$ cat src/hw/ars_defs.vh
// Constants of the asynchronous reset sequencer.
// Assumes a 250 MHz core clock; times are kept in their printed units.
`ifndef ARS_DEFS_VH
`define ARS_DEFS_VH

// Clock period and half clock period, picoseconds
`define ARS_CLK_PS 4000
`define ARS_HALF_CLOCK_PERIOD_PS 2000

// Input filter: spikes below this are rejected (least time, round up)
`define ARS_FILTER_NS 50
`define ARS_FILTER_CYCLES \
  ((`ARS_FILTER_NS * 1000 + `ARS_CLK_PS - 1) / `ARS_CLK_PS)

// Flash initialisation, longest time (round down)
`define ARS_FLASH_INIT_NS 1000000
`define ARS_FLASH_INIT_CYCLES \
  ((`ARS_FLASH_INIT_NS * 1000) / `ARS_CLK_PS)

// External boot release delay: 3 to 8 half clock periods (round down)
`define ARS_EXT_DELAY_TCL 8
`define ARS_EXT_DELAY_CYCLES \
  ((`ARS_EXT_DELAY_TCL * `ARS_HALF_CLOCK_PERIOD_PS) / `ARS_CLK_PS)

// Early flash read phase that answers all ones
`define ARS_FLASH_BLANK_CYCLES 64

// Flash answers during initialisation
`define ARS_FLASH_BLANK_DATA 16'hFFFF
`define ARS_FLASH_EARLY_DATA 16'h009B

// Start of fetch: address 00'0000h in code segment 0
`define ARS_START_ADDR 24'h00_0000

// Sequencer states
`define ARS_ST_RESET 2'h0
`define ARS_ST_FLASH 2'h1
`define ARS_ST_EXT 2'h2
`define ARS_ST_RUN 2'h3

`endif

$ cat src/hw/ars_filter.v
// Pin synchroniser and spike filter for one reset pin.
// Assumes a raw pin input; output changes only after a stable run.
`timescale 1ns/1ps
module ars_filter #(
  parameter integer STABLE_CYCLES = 13,
  parameter integer CNT_W = 8,
  parameter RESET_LEVEL = 1'b0
) (
  input wire core_clk,
  input wire arst_n,
  input wire pin,
  output reg level
);
  reg sync_a;
  reg sync_b;
  reg [CNT_W-1:0] stable_cnt;

  always @(posedge core_clk or negedge arst_n) begin
    if (!arst_n) begin
      sync_a <= RESET_LEVEL;
      sync_b <= RESET_LEVEL;
      stable_cnt <= {CNT_W{1'b0}};
      level <= RESET_LEVEL;
    end else begin
      sync_a <= pin;
      sync_b <= sync_a;
      // Count how long the synced pin differs from the filtered level
      if (sync_b == level) begin
        stable_cnt <= {CNT_W{1'b0}};
      end else if (stable_cnt == STABLE_CYCLES[CNT_W-1:0] - 1'b1) begin
        stable_cnt <= {CNT_W{1'b0}};
        level <= sync_b;
      end else begin
        stable_cnt <= stable_cnt + 1'b1;
      end
    end
  end
endmodule

$ cat src/hw/ars_sequencer.v
// Asynchronous reset sequencer: entry, forced state, exit and flags.
// Assumes raw board pins in and core logic strobes from the same clock.
//
// How it works
// - Reset pin low with mode pin low forces reset state after the filter.
// - Entry drops reset out, cancels holds, aborts bus, floats, pulls port.
// - Detection needs no settled clock (code detects through the core_clk sync and filter); power-on reset acts asynchronously.
// - Internal flash boot holds internal reset until flash init ends.
// - External boot releases after filter plus 3 to 8 half clocks; code releases 10 half clocks (5 clocks) after the filtered pin rises.
// - Early flash reads answer FFFFh first, then 009Bh.
// - Flash init uses its own timer, not the system clock settling.
// - Reset pin already low and mode pin falling also enters reset.
// - Leaving reset latches the configuration port.
// - Reset holds address latch, read and write strobes inactive until release.
// - Fetch starts at address zero in code segment zero.
// - Filter rejects spikes under 50 ns, accepts pulses over 500 ns.
// - Power-on and cold hardware reset each set their own flag.
`timescale 1ns/1ps
`include "ars_defs.vh"
module ars_sequencer #(
  parameter integer FLASH_INIT_CYCLES = `ARS_FLASH_INIT_CYCLES,
  parameter integer FLASH_BLANK_CYCLES = `ARS_FLASH_BLANK_CYCLES,
  parameter integer EXT_DELAY_CYCLES = `ARS_EXT_DELAY_CYCLES,
  parameter integer FILTER_CYCLES = `ARS_FILTER_CYCLES,
  parameter integer CFG_W = 16
) (
  input wire core_clk,
  input wire arst_n,
  input wire reset_in_n,
  input wire reset_mode_pin,
  input wire external_boot_n,
  input wire [CFG_W-1:0] configuration_port,
  input wire cpu_ale,
  input wire cpu_rd_n,
  input wire cpu_write_strobe_n,
  input wire flash_read_req,
  input wire [15:0] flash_data_in,
  input wire flag_clear,
  output reg reset_out_n,
  output reg core_reset_n,
  output reg hold_cancel,
  output reg bus_abort,
  output reg bus_drive_en,
  output reg config_pull_en,
  output reg [CFG_W-1:0] config_latched,
  output reg fetch_start,
  output reg [23:0] fetch_addr,
  output reg ale,
  output reg rd_n,
  output reg write_strobe_n,
  output reg flash_ready,
  output reg [15:0] flash_read_data,
  output reg power_on_flag,
  output reg long_hw_reset_flag
);
  localparam [1:0] ST_RESET = `ARS_ST_RESET;
  localparam [1:0] ST_FLASH = `ARS_ST_FLASH;
  localparam [1:0] ST_EXT = `ARS_ST_EXT;
  localparam [1:0] ST_RUN = `ARS_ST_RUN;
  localparam integer CNT_W = 20;

  wire rin_level;
  wire mode_level;
  reg boot_sync_a;
  reg boot_sync_b;
  reg [CFG_W-1:0] cfg_sync_a;
  reg [CFG_W-1:0] cfg_sync_b;
  reg [1:0] state;
  reg [1:0] next_state;
  reg [CNT_W-1:0] seq_cnt;
  reg [CNT_W-1:0] next_seq_cnt;
  reg internal_boot;
  reg cold_hit;
  reg in_reset;
  // Background flash timer and its done flag
  reg [CNT_W-1:0] flash_age;
  reg seq_ext_done;

  // Both reset pins are filtered after two sync flops
  ars_filter #(
    .STABLE_CYCLES(FILTER_CYCLES),
    .CNT_W(8),
    .RESET_LEVEL(1'b0)
  ) u_rin_filter (
    .core_clk(core_clk),
    .arst_n(arst_n),
    .pin(reset_in_n),
    .level(rin_level)
  );

  ars_filter #(
    .STABLE_CYCLES(FILTER_CYCLES),
    .CNT_W(8),
    .RESET_LEVEL(1'b0)
  ) u_mode_filter (
    .core_clk(core_clk),
    .arst_n(arst_n),
    .pin(reset_mode_pin),
    .level(mode_level)
  );

  // Boot select and configuration port are plain pins
  always @(posedge core_clk or negedge arst_n) begin
    if (!arst_n) begin
      boot_sync_a <= 1'b1;
      boot_sync_b <= 1'b1;
      cfg_sync_a <= {CFG_W{1'b1}};
      cfg_sync_b <= {CFG_W{1'b1}};
    end else begin
      boot_sync_a <= external_boot_n;
      boot_sync_b <= boot_sync_a;
      cfg_sync_a <= configuration_port;
      cfg_sync_b <= cfg_sync_a;
    end
  end

  // Cold entry: both filtered levels low, whichever fell last
  always @* begin
    cold_hit = !rin_level && !mode_level;
  end

  always @* begin
    next_state = state;
    next_seq_cnt = seq_cnt;
    case (state)
      ST_RESET: begin
        // Stay here while the filtered reset pin is low
        next_seq_cnt = {CNT_W{1'b0}};
        if (rin_level) begin
          if (boot_sync_b) begin
            next_state = ST_FLASH;
          end else begin
            next_state = ST_EXT;
          end
        end
      end
      ST_FLASH: begin
        // Flash timer only needs the core supply, not a settled clock
        if (seq_cnt == FLASH_INIT_CYCLES[CNT_W-1:0] - 1'b1) begin
          next_state = ST_RUN;
        end else begin
          next_seq_cnt = seq_cnt + 1'b1;
        end
      end
      ST_EXT: begin
        // Release a fixed count of clocks after the filtered pin rises
        if (seq_cnt == EXT_DELAY_CYCLES[CNT_W-1:0] - 1'b1) begin
          next_state = ST_RUN;
        end else begin
          next_seq_cnt = seq_cnt + 1'b1;
        end
      end
      default: begin
        // Running: counter idles at zero
        next_seq_cnt = {CNT_W{1'b0}};
      end
    endcase
    if (cold_hit) begin
      next_state = ST_RESET;
      next_seq_cnt = {CNT_W{1'b0}};
    end
  end

  always @(posedge core_clk or negedge arst_n) begin
    if (!arst_n) begin
      state <= ST_RESET;
      seq_cnt <= {CNT_W{1'b0}};
    end else begin
      state <= next_state;
      seq_cnt <= next_seq_cnt;
    end
  end

  // Outputs follow the next state so they switch on the state edge
  always @* begin
    in_reset = (next_state != ST_RUN);
  end

  // Forced reset state and release
  always @(posedge core_clk or negedge arst_n) begin
    if (!arst_n) begin
      reset_out_n <= 1'b0;
      core_reset_n <= 1'b0;
      hold_cancel <= 1'b1;
      bus_abort <= 1'b1;
      bus_drive_en <= 1'b0;
      config_pull_en <= 1'b1;
      ale <= 1'b0;
      rd_n <= 1'b1;
      write_strobe_n <= 1'b1;
    end else begin
      core_reset_n <= !in_reset;
      reset_out_n <= !in_reset;
      hold_cancel <= (next_state == ST_RESET);
      bus_abort <= (next_state == ST_RESET);
      bus_drive_en <= !in_reset;
      config_pull_en <= (next_state == ST_RESET);
      if (in_reset) begin
        ale <= 1'b0;
        rd_n <= 1'b1;
        write_strobe_n <= 1'b1;
      end else begin
        ale <= cpu_ale;
        rd_n <= cpu_rd_n;
        write_strobe_n <= cpu_write_strobe_n;
      end
    end
  end

  // Configuration latch and start of fetch on the release edge
  always @(posedge core_clk or negedge arst_n) begin
    if (!arst_n) begin
      config_latched <= {CFG_W{1'b1}};
      fetch_start <= 1'b0;
      fetch_addr <= `ARS_START_ADDR;
    end else begin
      fetch_start <= 1'b0;
      if (state != ST_RUN && next_state == ST_RUN) begin
        config_latched <= cfg_sync_b;
        fetch_start <= 1'b1;
        fetch_addr <= `ARS_START_ADDR;
      end
    end
  end

  // Boot source remembered for the flash read answers
  always @(posedge core_clk or negedge arst_n) begin
    if (!arst_n) begin
      internal_boot <= 1'b1;
    end else if (state == ST_RESET) begin
      internal_boot <= boot_sync_b;
    end
  end

  // Flash ready once its init timer has run out; an early read gets
  // all ones first and the illegal opcode value afterwards
  always @(posedge core_clk or negedge arst_n) begin
    if (!arst_n) begin
      flash_ready <= 1'b0;
      flash_read_data <= `ARS_FLASH_BLANK_DATA;
    end else begin
      if (state == ST_RESET) begin
        flash_ready <= 1'b0;
      end else if (state == ST_FLASH &&
                   next_state == ST_RUN) begin
        flash_ready <= 1'b1;
      end else if (state == ST_RUN && !internal_boot &&
                   seq_ext_done) begin
        flash_ready <= 1'b1;
      end
      if (!flash_read_req) begin
        flash_read_data <= flash_read_data;
      end else if (flash_ready) begin
        flash_read_data <= flash_data_in;
      end else if (flash_age < FLASH_BLANK_CYCLES[CNT_W-1:0]) begin
        flash_read_data <= `ARS_FLASH_BLANK_DATA;
      end else begin
        flash_read_data <= `ARS_FLASH_EARLY_DATA;
      end
    end
  end

  // Flash init time is counted separately so external boot can run
  // while the flash still initialises in the background
  always @(posedge core_clk or negedge arst_n) begin
    if (!arst_n) begin
      flash_age <= {CNT_W{1'b0}};
      seq_ext_done <= 1'b0;
    end else if (state == ST_RESET) begin
      flash_age <= {CNT_W{1'b0}};
      seq_ext_done <= 1'b0;
    end else if (flash_age == FLASH_INIT_CYCLES[CNT_W-1:0] - 1'b1) begin
      seq_ext_done <= 1'b1;
    end else begin
      flash_age <= flash_age + 1'b1;
    end
  end

  // Reset cause flags; a new cause wins over a clear in the same cycle
  always @(posedge core_clk or negedge arst_n) begin
    if (!arst_n) begin
      power_on_flag <= 1'b1;
      long_hw_reset_flag <= 1'b0;
    end else begin
      // Power-on flag is set only by the power-on reset itself
      if (flag_clear) begin
        power_on_flag <= 1'b0;
      end
      if (cold_hit && state != ST_RESET) begin
        long_hw_reset_flag <= 1'b1;
      end else if (flag_clear) begin
        long_hw_reset_flag <= 1'b0;
      end
    end
  end
endmodule

$ cat config.mk
export PLATFORM = sky130hd
export DESIGN_NAME = ars_sequencer
export DESIGN_NICKNAME = d
export VERILOG_FILES = /design/src/hw/ars_filter.v /design/src/hw/ars_sequencer.v
export VERILOG_INCLUDE_DIRS = /design/src /design/src/hw
export SDC_FILE = /design/constraint.sdc
export NUM_CORES = 1
export LEC_CHECK = 0
export ABC_AREA = 1
export BUFFER_PORTS_ARGS = -buffer_cell sky130_fd_sc_hd__buf_2
export CAP_MARGIN = 20
export CORE_MARGIN = 2
export CORE_UTILIZATION = 23
export DETAILED_ROUTE_END_ITERATION = 8
export GPL_TIMING_DRIVEN = 0
export MAX_ROUTING_LAYER = met4
export PLACE_DENSITY = 0.38
export SYNTH_ARGS = -nofsm -noshare
export SYNTH_HDL_FRONTEND = slang
export SYNTH_SLANG_ARGS = --single-unit
$ cat constraint.sdc
create_clock -name core_clk -period 2.15 [get_ports core_clk]
set_input_delay 0.215 -clock core_clk [delete_from_list [all_inputs] [get_ports core_clk]]
set_output_delay 0.215 -clock core_clk [all_outputs]
set_load 0.01 [all_outputs]
==> flow_summary_export.csv, run 1 <==
group,metric,value,unit
run_status,outcome,"completed",
critical_path,cp_common_cell,"nand2_1",
clocking,cts_tree,"done",
global_routing,antenna_found_initial,0,
sta,max-slew-margin-rel,62.3,%
job,max_cap_violations,0,
sta,min_period_over_period,91.8,%
clocking,cts.sinks,141,
place,gp_congestion,0.749,
route,drt-total-wl,14600,microns
clocking,ctsHtreeMaxLevel,4,
floorplan,start_util,23.4,%
route,drc,0,
floorplan,core.rowCount,60,
clocking,clockRootBuffer,"clkbuf_16",
global_routing,grt_pass1_wl,24200,microns
yosys,synth_top_area_share,29.5,%
critical_path,arrival,2.32,ns
sta,max_slew.worst_pin.slew,0.565,ns
critical_path,cp_max_fo,10,
sta,hold_viol,0,
critical_path,timing.rr.end,"config_latched[13]$_DFFE_PN1P_",
yosys,yosys.cell_types.count,44,
sta,finalMaxSlewViolations,0,
layout,fill_cells,2842,
critical_path,cp-start-kind,"register",
critical_path,path_depth,12,
layout,area_growth,29.8,%
sta,holdWs,0.0357,ns
critical_path,path_buf_inv,3,
critical_path,critPathCapture,"config_latched[13]$_DFFE_PN1P_",
critical_path,path_cells,"inv_1, ha_1, clkinv_2, a21oi_1, nor2_1, nand2_1, nand2_2, nor2_8, nand2_4, buf_6, nand2_1, nand2_1",
yosys,synth_area_leader_cell,"dfstp_2",
critical_path,critical_path.slowest_cell,"dfrtp_1",
floorplan,die_w,170,microns
critical_path,crit_path_end_kind,"register",
yosys,synth_seq_area_share,57.3,%
power,p_per_area,744,mW/mm^2
global_routing,grt_overflow_total,0,
route,via_per_inst,3.99,
worst_hold_path,holdCritPathClass,"input pin to register",
yosys,async_reset_ff_share,100,%
global_routing,track_usage,10.8,%
floorplan,ioPinCount,111,
sta,period_needed,1.97,ns
route,drt_iter0_drc,249,
layout,n_antenna_cell,0,
place,dp_hpwl,10300,microns
route,wire_per_inst,12.2,microns
layout,fin_cells,1192,
yosys,synthTopCellsByArea,"dfstp_2 30%, dfrtp_1 28%, nand2_1 7.4%",
route,vias,4760,
sta,rsz0062_at_grt,"true",
power,leakagePower,0.00370,uW
route,ant_nets,0,
yosys,synth_commonest_cells,"125 x nand2_1, 78 x nor2_1, 71 x dfstp_2",
floorplan,die_h,170,microns
yosys,synthCells,683,
floorplan,core,0.0270,sq mm
critical_path,timing.rr.start,"state[1]$_DFF_PN0_",
yosys,synth_edf_count,0,
critical_path,regToRegSetupSlack,0.18,ns
layout,drive_above_1_share,29.4,%
yosys,synth_area,0.00631,sq mm
layout,final_nets,891,
yosys,syn_area_per_cell,9.25,sq um
floorplan,die-area,0.0288,sq mm
global_routing,grt_max_degree,88,
clocking,worstSkewPairLatency,0.42,ns
sta,setup_viol,0,
place,place_inst,1133,
critical_path,crit_family,"simple AND/OR/NAND/NOR gates",
power,vdd_drop_max,441,uV
place,io_buffers,85,
global_routing,grt_pass1_vias,4737,
route,dr.pass1.iters,4,
critical_path,worstPathRequired,2.50,ns
sta,clock_skew,0.0102,ns
clocking,clk_transition_reported_paths,0.07,ns
yosys,synth_most_common_cell,"nand2_1",
layout,finish.utilization,30.4,%
clocking,cts.path.max_buffers,2,
critical_path,slowest_delay,0.44,ns
critical_path,cp-startpoint,"state[1]$_DFF_PN0_",
yosys,ys.flop_type,"dfstp_2",
yosys,yosysWarnings,0,
clocking,cts_buffers,17,
critical_path,r2r_cells,12,
yosys,ys_ff_latch,141,
critical_path,worst-setup-path-type,"register to register",
sta,fmax,507,MHz
power,report.power.total,6100,uW
-- cells by family (layout without fill, tap and decap cells) --
family	after synthesis	count (layout)	synth area share [%]
simple gates	319	319	22.9
flops	141	141	57.3
buf+inv	113	258	8.60
compound gates	86	86	7.31
fa+ha+maj	11	11	2.18
xor+xnor	11	11	1.53
other cells	1	24	0.0594
mux	1	1	0.178
-- registers in the layout, indices dropped and copies added, names as in the netlist, 2 cells and up --
signal,cells
cfg_sync_a,16
cfg_sync_b,16
config_latched,16
flash_age,20
flash_read_data,16
seq_cnt,20
state,2
u_mode_filter.stable_cnt,8
u_rin_filter.stable_cnt,8
-- tightest hold or removal path: cells and delay by family --
kind,cells,cell delay (ns)
buffers and inverters,1,0.07
AOI/OAI and AO/OA,1,0.07
and+or+nand+nor,1,0.06
-- routing by layer --
| metal | track usage, % | routed length (microns) | vias up |
|---|---|---|---|
| met1 | 13.6 | 6940 | 2202 |
| met2 | 17.4 | 7000 | 80 |
| met4 | 3.46 | 108 | 0 |
| li1 | - | - | 2471 |
| met3 | 2.38 | 511 | 7 |
| met5 | - | 0 | - |
-- cell type report --
| class | instances | area (sq um) | share of cell area, % |
|---|---|---|---|
| flip-flops and latches | 141 | 3620 | 44.1 |
| inverters | 73 | 275 | 3.36 |
| clock buffers | 18 | 450 | 5.50 |
| clock inverters | 14 | 165 | 2.02 |
| plain buffers | 40 | 269 | 3.28 |
| multi-input cells | 452 | 2260 | 27.5 |
| repair buffers | 113 | 734 | 8.96 |
| well taps | 341 | 427 | 5.21 |
-- metrics by stage --
stage / worst slack [ns] / TNS (ns) / cell area [sq um]
2_1_floorplan: 0.414 / 0 / 6400
3_5_place_dp: -0.0303 / -0.200 / 7290
6_report: 0.177 / 0 / 8190
4_1_cts: 0.102 / 0 / 8140
5_1_grt: -0.0498 / -0.159 / 8190
3_3_place_gp: -1.40 / -132.12 / 7250
-- layout by cell type, fill, tap and decap left out, types with 3 or more instances in the layout --
cell type | synthesis | layout
nand2_1 | 125 | 123
buf_2 | 2 | 86
nor2_1 | 78 | 77
dfstp_2 | 71 | 71
inv_1 | 70 | 70
dfrtp_1 | 70 | 70
a21oi_1 | 50 | 50
nand3_1 | 44 | 44
buf_4 | 29 | 31
nor3_1 | 24 | 24
conb_1 | 1 | 24
dlygate4sd3_1 | 0 | 24
o21ai_0 | 21 | 21
clkbuf_16 | 0 | 18
ha_1 | 11 | 11
nand4_1 | 9 | 9
clkbuf_1 | 8 | 8
xnor2_1 | 7 | 7
nor4_1 | 7 | 7
nor3b_1 | 6 | 6
a31oi_1 | 6 | 6
nor2_2 | 5 | 6
nand2_2 | 4 | 6
inv_6 | 0 | 6
or2_2 | 5 | 5
xor2_1 | 4 | 4
and3_1 | 3 | 3
-- report_power, final --
part           switching (uW)  total (uW)  internal, uW
Clock                    1260        3080          1820
Sequential               23.2        2760          2740
Combinational             137         252           115
Total                    1420        6100          4670
-- what timing repair did --
item,4_1_cts,5_1_grt
pin swaps,0,1
endpoints found under the hold margin,65,0
buffers inserted,0,3
gates cloned,0,0
resized for setup,1,4
setup endpoints to repair,9,22
hold buffers,24,0
-- worst min path at each step --
stage	endpoint	cells past startpoint	startpoint	slack (ns)
2_1_floorplan	ale$_DFF_PN0_	0	arst_n	-0.08
3_3_place_gp	cfg_sync_a[7]$_DFF_PN1_	1	configuration_port[7]	0.32
3_5_place_dp	u_mode_filter.stable_cnt[2]$_DFF_PN0_	1	arst_n	0.23
4_1_cts	flash_read_data[1]$_DFFE_PN1P_	3	flash_data_in[1]	0.01
5_1_grt	flash_read_data[4]$_DFFE_PN1P_	3	flash_data_in[4]	0.05
6_report	flash_read_data[4]$_DFFE_PN1P_	3	flash_data_in[4]	0.04
No activity file was read; power rests on OpenSTA's default activity.
==> run 2, diff against run 1 <==
--- a/config.mk
+++ b/config.mk
@@ -14,7 +14,8 @@
 export DETAILED_ROUTE_END_ITERATION = 8
 export GPL_TIMING_DRIVEN = 0
 export MAX_ROUTING_LAYER = met4
-export PLACE_DENSITY = 0.38
+export PLACE_DENSITY = 0.37
 export SYNTH_ARGS = -nofsm -noshare
 export SYNTH_HDL_FRONTEND = slang
+export SYNTH_HIERARCHICAL = 1
 export SYNTH_SLANG_ARGS = --single-unit
==> run 2 against run 1 <==
Net effect: die area increased by 3.9%; first-iteration DRC count decreased by 9.6%; largest cell class unchanged; critical endpoint is now config_latched[7]$_DFFE_PN1P_; sequential share of layout area decreased by 1.4 points.
==> flow_summary_export.csv, run 2 <==
group,metric,value,unit
floorplan,core,0.0279,sq mm
layout,layout_common_cells,"142 x nand2_1, 89 x nor2_1, 85 x buf_2",
power,p_sw_share,26.3,%
layout,area_growth,28.8,%
yosys,ys.flop_type,"dfstp_2",
power,pwr-share-clk,49.9,%
yosys,synth_area_leader_cell,"dfstp_2",
route,ant_nets,0,
sta,period_needed,1.97,ns
power,p_int,4450,uW
route,dr.pass1.iters,4,
sta,hold_viol,0,
place,place_inst,1208,
global_routing,grt_pass1_wl,26900,microns
floorplan,core.rowCount,61,
critical_path,regToRegSetupSlack,0.18,ns
global_routing,grt_overflow_total,0,
global_routing,grt_pass1_vias,5208,
worst_hold_path,holdCritPathClass,"input pin to register",
sta,finalWorstSetupSlack,0.177,ns
sta,max_slew.worst_pin.slew,0.850,ns
floorplan,die-area,0.0299,sq mm
sta,clock_skew,0.0131,ns
yosys,synthTopCellsByArea,"dfstp_2 28%, dfrtp_1 27%, nand2_1 8.1%",
worst_hold_path,hp-start,"flash_data_in[3]",
yosys,synth_seq_area_share,55.1,%
place,io_buffers,85,
floorplan,die_w,173,microns
sta,min_period_over_period,91.8,%
global_routing,antenna_found_initial,0,
place,dp_hpwl,11100,microns
global_routing,grt_max_degree,86,
power,p_seq_share,45.8,%
global_routing,track_usage,11.5,%
power,p_per_area,714,mW/mm^2
route,drt-total-wl,16000,microns
layout,fin_cells,1265,
clocking,cts.sinks,141,
floorplan,ioPinCount,111,
layout,reg_top3,"flash_age x20, seq_cnt x20",
critical_path,r2r_cells,10,
clocking,ctsHtreeMaxLevel,4,
clocking,clockRootBuffer,"clkbuf_16",
layout,drive_above_1_share,30.0,%
power,leakagePower,0.00384,uW
critical_path,worst-setup-path-type,"register to register",
layout,layout_commonest_cell,"nand2_1",
clocking,cts_tree,"done",
route,drc,0,
critical_path,crit_path_end_kind,"register",
critical_path,worstPathRequired,2.52,ns
clocking,post_cts_buffers,0,
worst_hold_path,hold_depth,3,
sta,setup_viol,0,
critical_path,timing.rr.start,"state[1]$_DFF_PN0_",
critical_path,cp-start-kind,"register",
route,wire_per_inst,12.6,microns
floorplan,start_util,23.5,%
clocking,cts_buffers,17,
yosys,syn_area_per_cell,9.11,sq um
clocking,cts.path.max_buffers,2,
yosys,yosysWarnings,6,
clocking,clk_transition_reported_paths,0.07,ns
job,max_cap_violations,0,
place,gp_congestion,0.812,
layout,fill_cells,2999,
place,dp_slack,0.0627,ns
sta,rsz0062_at_grt,"false",
route,drt_iter0_drc,225,
sta,max-slew-margin-rel,43.4,%
route,via_per_inst,3.99,
yosys,ys_ff_latch,141,
yosys,synth_commonest_cells,"142 x nand2_1, 90 x nor2_1, 71 x dfstp_2",
yosys,synth_top_area_share,28.4,%
floorplan,die_h,173,microns
sta,fmax,507,MHz
critical_path,arrival,2.34,ns
power,p_sw,1580,uW
yosys,synth_edf_count,0,
route,vias,5051,
yosys,synthCells,721,
layout,n_antenna_cell,0,
yosys,synth_most_common_cell,"nand2_1",
critical_path,cp_max_fo,10,
critical_path,timing.rr.end,"config_latched[7]$_DFFE_PN1P_",
yosys,yosys.cell_types.count,43,
yosys,async_reset_ff_share,100,%
layout,final_nets,927,
sta,finalMaxSlewViolations,0,
run_status,outcome,"completed",
clocking,worstSkewPairLatency,0.43,ns
power,vdd_drop_max,482,uV
power,p_comb_share,4.2,%
yosys,synth_area,0.00657,sq mm
worst_hold_path,hold-path-endpoint,"flash_read_data[3]$_DFFE_PN1P_",
-- run 2: kinds of logic after synthesis --
group / Yosys count / share of synthesized area (%)
buffers and inverters: 114 / 8.48
adder cells (fa/ha/maj): 11 / 2.10
AND/OR/NAND/NOR: 349 / 24.7
other: 1 / 0.0571
XOR/XNOR: 16 / 2.13
flip-flops: 141 / 55.1
AO/OA/AOI/OAI: 89 / 7.41
-- run 2: how the worst max path moves through the flow --
stage	startpoint	slack, ns	endpoint
2_1_floorplan	state[1]$_DFF_PN0_	0.48	rd_n$_DFF_PN1_
3_5_place_dp	state[1]$_DFF_PN0_	0.06	seq_cnt[6]$_DFFE_PN0P_
4_1_cts	state[1]$_DFF_PN0_	0.07	seq_cnt[5]$_DFFE_PN0P_
3_3_place_gp	arst_n	-1.40	u_rin_filter/stable_cnt[1]$_DFF_PN0_
6_report	state[1]$_DFF_PN0_	0.18	config_latched[7]$_DFFE_PN1P_
5_1_grt	state[1]$_DFF_PN0_	0.03	config_latched[15]$_DFFE_PN1P_
-- run 2: layout make-up --
type | count | area (sq um) | share of cell area (%)
inverter | 75 | 282 | 3.33
clock buffer | 17 | 425 | 5.03
clock inverter | 15 | 185 | 2.19
tap | 378 | 473 | 5.59
multi-input combinational | 489 | 2490 | 29.4
sequential | 141 | 3620 | 42.8
buffer | 39 | 275 | 3.26
timing repair buffer | 111 | 709 | 8.39
-- run 2: stage by stage --
| step | hold WS (ns) | utilization, % | TNS [ns] | total power, uW | instance area, sq um |
|---|---|---|---|---|---|
| floorplan | -0.0806 | - | 0 | 2910 | 6650 |
| global placement | 0.321 | 27.0 | -133.18 | 3030 | 7550 |
| detailed placement | 0.321 | 27.1 | 0 | 3040 | 7580 |
| CTS | 0.00319 | 30.2 | 0 | 6180 | 8440 |
| global route | 0.0297 | 30.3 | 0 | 6320 | 8450 |
| finish | 0.0322 | 30.3 | 0 | 6030 | 8450 |
-- run 2: layer usage --
metal  wire, microns  track usage (%)  part of all wire (%)  vias up
met5               0                -                     0        -
met4             160             4.03                   1.0        0
met3             527             2.40                   3.3       10
met2            7560             18.2                    47       82
met1            7740             14.7                    48     2369
li1                -                -                     -     2590
-- run 2: power groups by stage --
stage,Sequential (uW),Clock [uW],Combinational (uW)
final,2760,3010,255
after global routing,2770,3260,292
after CTS,2770,3150,262
after detailed placement,2810,0,227
after floorplan,2810,0,100
after global placement,2810,0,218
-- run 2: worst max-delay path: stages, from the launching register on --
cell     delay [ns]
dfrtp_1        0.43
inv_1          0.15
ha_2           0.24
nand3_1        0.13
nor2_2         0.15
nand3_4        0.11
a21oi_4        0.19
nand3_4        0.18
buf_6          0.20
nand2_1        0.07
nand2_1        0.05
-- run 2: timing repair --
action / 4_1_cts / 5_1_grt
hold endpoints to repair: 78 / 0
endpoints found under the setup margin: 0 / 21
gates resized for setup: 0 / 3
hold buffers: 25 / 0
==> run 3, diff against run 2 <==
--- a/config.mk
+++ b/config.mk
@@ -10,11 +10,12 @@
 export BUFFER_PORTS_ARGS = -buffer_cell sky130_fd_sc_hd__buf_2
 export CAP_MARGIN = 20
 export CORE_MARGIN = 2
-export CORE_UTILIZATION = 23
+export CORE_UTILIZATION = 40
 export DETAILED_ROUTE_END_ITERATION = 8
 export GPL_TIMING_DRIVEN = 0
 export MAX_ROUTING_LAYER = met4
-export PLACE_DENSITY = 0.37
+export PLACE_DENSITY = 0.58
+export SKIP_CTS_REPAIR_TIMING = 1
 export SYNTH_ARGS = -nofsm -noshare
 export SYNTH_HDL_FRONTEND = slang
 export SYNTH_HIERARCHICAL = 1
==> run 3 against run 2 <==
Net effect: count of clock-buffer cells in the layout did not move; clock power barely moved; critical endpoint is now seq_cnt[6]$_DFFE_PN0P_; fmax rose by 1.1%; largest power group unchanged; power fell by 0.63%; critical path depth did not move; utilization rose by 21 points; register-to-register slack improved by 0.02 ns; clock skew fell by 0.0044 ns; die area fell by 42%; sequential share of layout area rose by 1.1 points.
==> flow_summary_export.csv, run 3 (synthesis results as in run 2) <==
group,metric,value,unit
global_routing,grt_overflow_total,0,
critical_path,worst-setup-path-type,"register to register",
place,gp_congestion,0.910,
layout,area_growth,25.5,%
global_routing,grt_max_degree,88,
worst_hold_path,holdCritPathClass,"input pin to register",
route,vias,5121,
critical_path,cp-start-kind,"register",
sta,finalMaxSlewViolations,0,
run_status,outcome,"completed",
critical_path,worstPathRequired,2.49,ns
sta,max-slew-margin-rel,60.0,%
layout,reg_top3,"flash_age x20, seq_cnt x20",
clocking,worstSkewPairLatency,0.42,ns
floorplan,ioPinCount,111,
layout,n_antenna_cell,0,
global_routing,antenna_found_initial,0,
sta,rsz0062_at_grt,"false",
critical_path,path_cells,"inv_1, ha_1, nand3_1, nor2_2, nand3_4, nand2_1, nand2_2, nand2_2, nand2_1, a21oi_1",
place,dp_hpwl,9850,microns
route,drt_iter0_drc,301,
power,p_per_area,728,mW/mm^2
route,drt-total-wl,13800,microns
critical_path,slowest_delay,0.43,ns
layout,finish.utilization,51.7,%
layout,final_nets,925,
power,leakagePower,0.00384,uW
global_routing,track_usage,17.5,%
sta,hold_viol,0,
worst_hold_path,hold_depth,3,
sta,max_slew.worst_pin.slew,0.600,ns
place,io_buffers,85,
critical_path,crit_path_end_kind,"register",
sta,setup_viol,0,
route,via_per_inst,4.65,
clocking,clk_transition_reported_paths,0.06,ns
layout,layout_common_cells,"142 x nand2_1, 89 x nor2_1, 85 x buf_2",
critical_path,cp_max_fo,7,
clocking,ctsHtreeMaxLevel,4,
clocking,cts.sinks,141,
sta,holdWs,0.00155,ns
layout,fill_cells,1444,
sta,period_needed,1.95,ns
layout,register_area,0.00362,sq mm
clocking,clockRootBuffer,"clkbuf_16",
clocking,cts_tree,"done",
sta,min_period_over_period,90.8,%
job,max_cap_violations,0,
global_routing,grt_pass1_wl,24100,microns
floorplan,start_util,41.2,%
global_routing,grt_pass1_vias,5088,
layout,multi_input_area,0.00248,sq mm
floorplan,die_w,132,microns
route,wire_per_inst,12.5,microns
floorplan,core.rowCount,46,
clocking,cts.path.max_buffers,2,
power,vdd_drop_max,587,uV
layout,layout_commonest_cell,"nand2_1",
route,ant_nets,0,
critical_path,critical_path.slowest_cell,"dfrtp_1",
route,dr.pass1.iters,5,
floorplan,core,0.0159,sq mm
critical_path,arrival,2.29,ns
route,drc,0,
sta,clock_skew,0.00862,ns
layout,drive_above_1_share,29.9,%
critical_path,r2r_cells,10,
floorplan,die-area,0.0175,sq mm
sta,fmax,512,MHz
clocking,cts_buffers,17,
floorplan,die_h,132,microns
[run 3: cell count changes in the layout (fill, tap and decap cells not counted), moves of 2 or more]
cell           before  now
clkinv_4            1    3
dlygate4sd3_1      25   23
clkinv_8            3    5
inv_12              3    0
[run 3: critical path: cells and delay by family (launching register included)]
kind                     cells  cell delay, ns
adder cells (fa/ha/maj)      1            0.24
buffers and inverters        1            0.14
flip-flops                   1            0.43
AND/OR/NAND/NOR              7            0.92
AO/OA/AOI/OAI                1            0.15
[run 3: report_power, final]
part | switching, uW | leakage (uW) | internal [uW]
combinational | 134 | 0.00183 | 113
sequential | 26.3 | 0.00171 | 2740
clock | 1300 | 0.000304 | 1680
[run 3: through the flow]
stage	TNS [ns]	instance area [sq um]	instances	power [uW]	setup WS [ns]
after floorplan	0	6650	744	2910	0.478
after global placement	-92.77	7350	1045	3020	-1.07
after detailed placement	0	7380	1046	3030	0.149
after CTS	0	8010	1078	6060	0.112
after global routing	0	8240	1101	6250	0.0437
final	0	8240	1101	6000	0.199
[run 3: per-layer routing]
metal,wire [microns],track usage (%),part of all wire (%)
met1,6240,21.8,45
met2,6680,27.6,49
met3,639,4.88,4.6
met4,191,5.74,1.4
met5,0,-,0
[run 3: path summary, 6_finish.rpt]
kind | endpoint | startpoint | slack [ns]
min in group asynchronous | seq_cnt[4]$_DFFE_PN0P_ | arst_n | 0.34
max in group asynchronous | cfg_sync_a[9]$_DFF_PN1_ | arst_n | 1.00
setup reg to reg | seq_cnt[6]$_DFFE_PN0P_ | state[1]$_DFF_PN0_ | 0.20
hold reg to reg | u_rin_filter/sync_b$_DFF_PN0_ | u_rin_filter/sync_a$_DFF_PN0_ | 0.35
hold / removal | ale$_DFF_PN0_ | cpu_ale | 0.002
setup / recovery | seq_cnt[6]$_DFFE_PN0P_ | state[1]$_DFF_PN0_ | 0.20
[run 3: area by class of cell]
class	instances	share of cell area, %
Buffer	39	3.34
Clock buffer	17	5.16
Timing Repair Buffer	109	8.37
Multi-Input combinational cell	489	30.1
Sequential cell	141	43.9
Inverter	75	3.42
Clock inverter	15	2.43
Tap cell	216	3.28
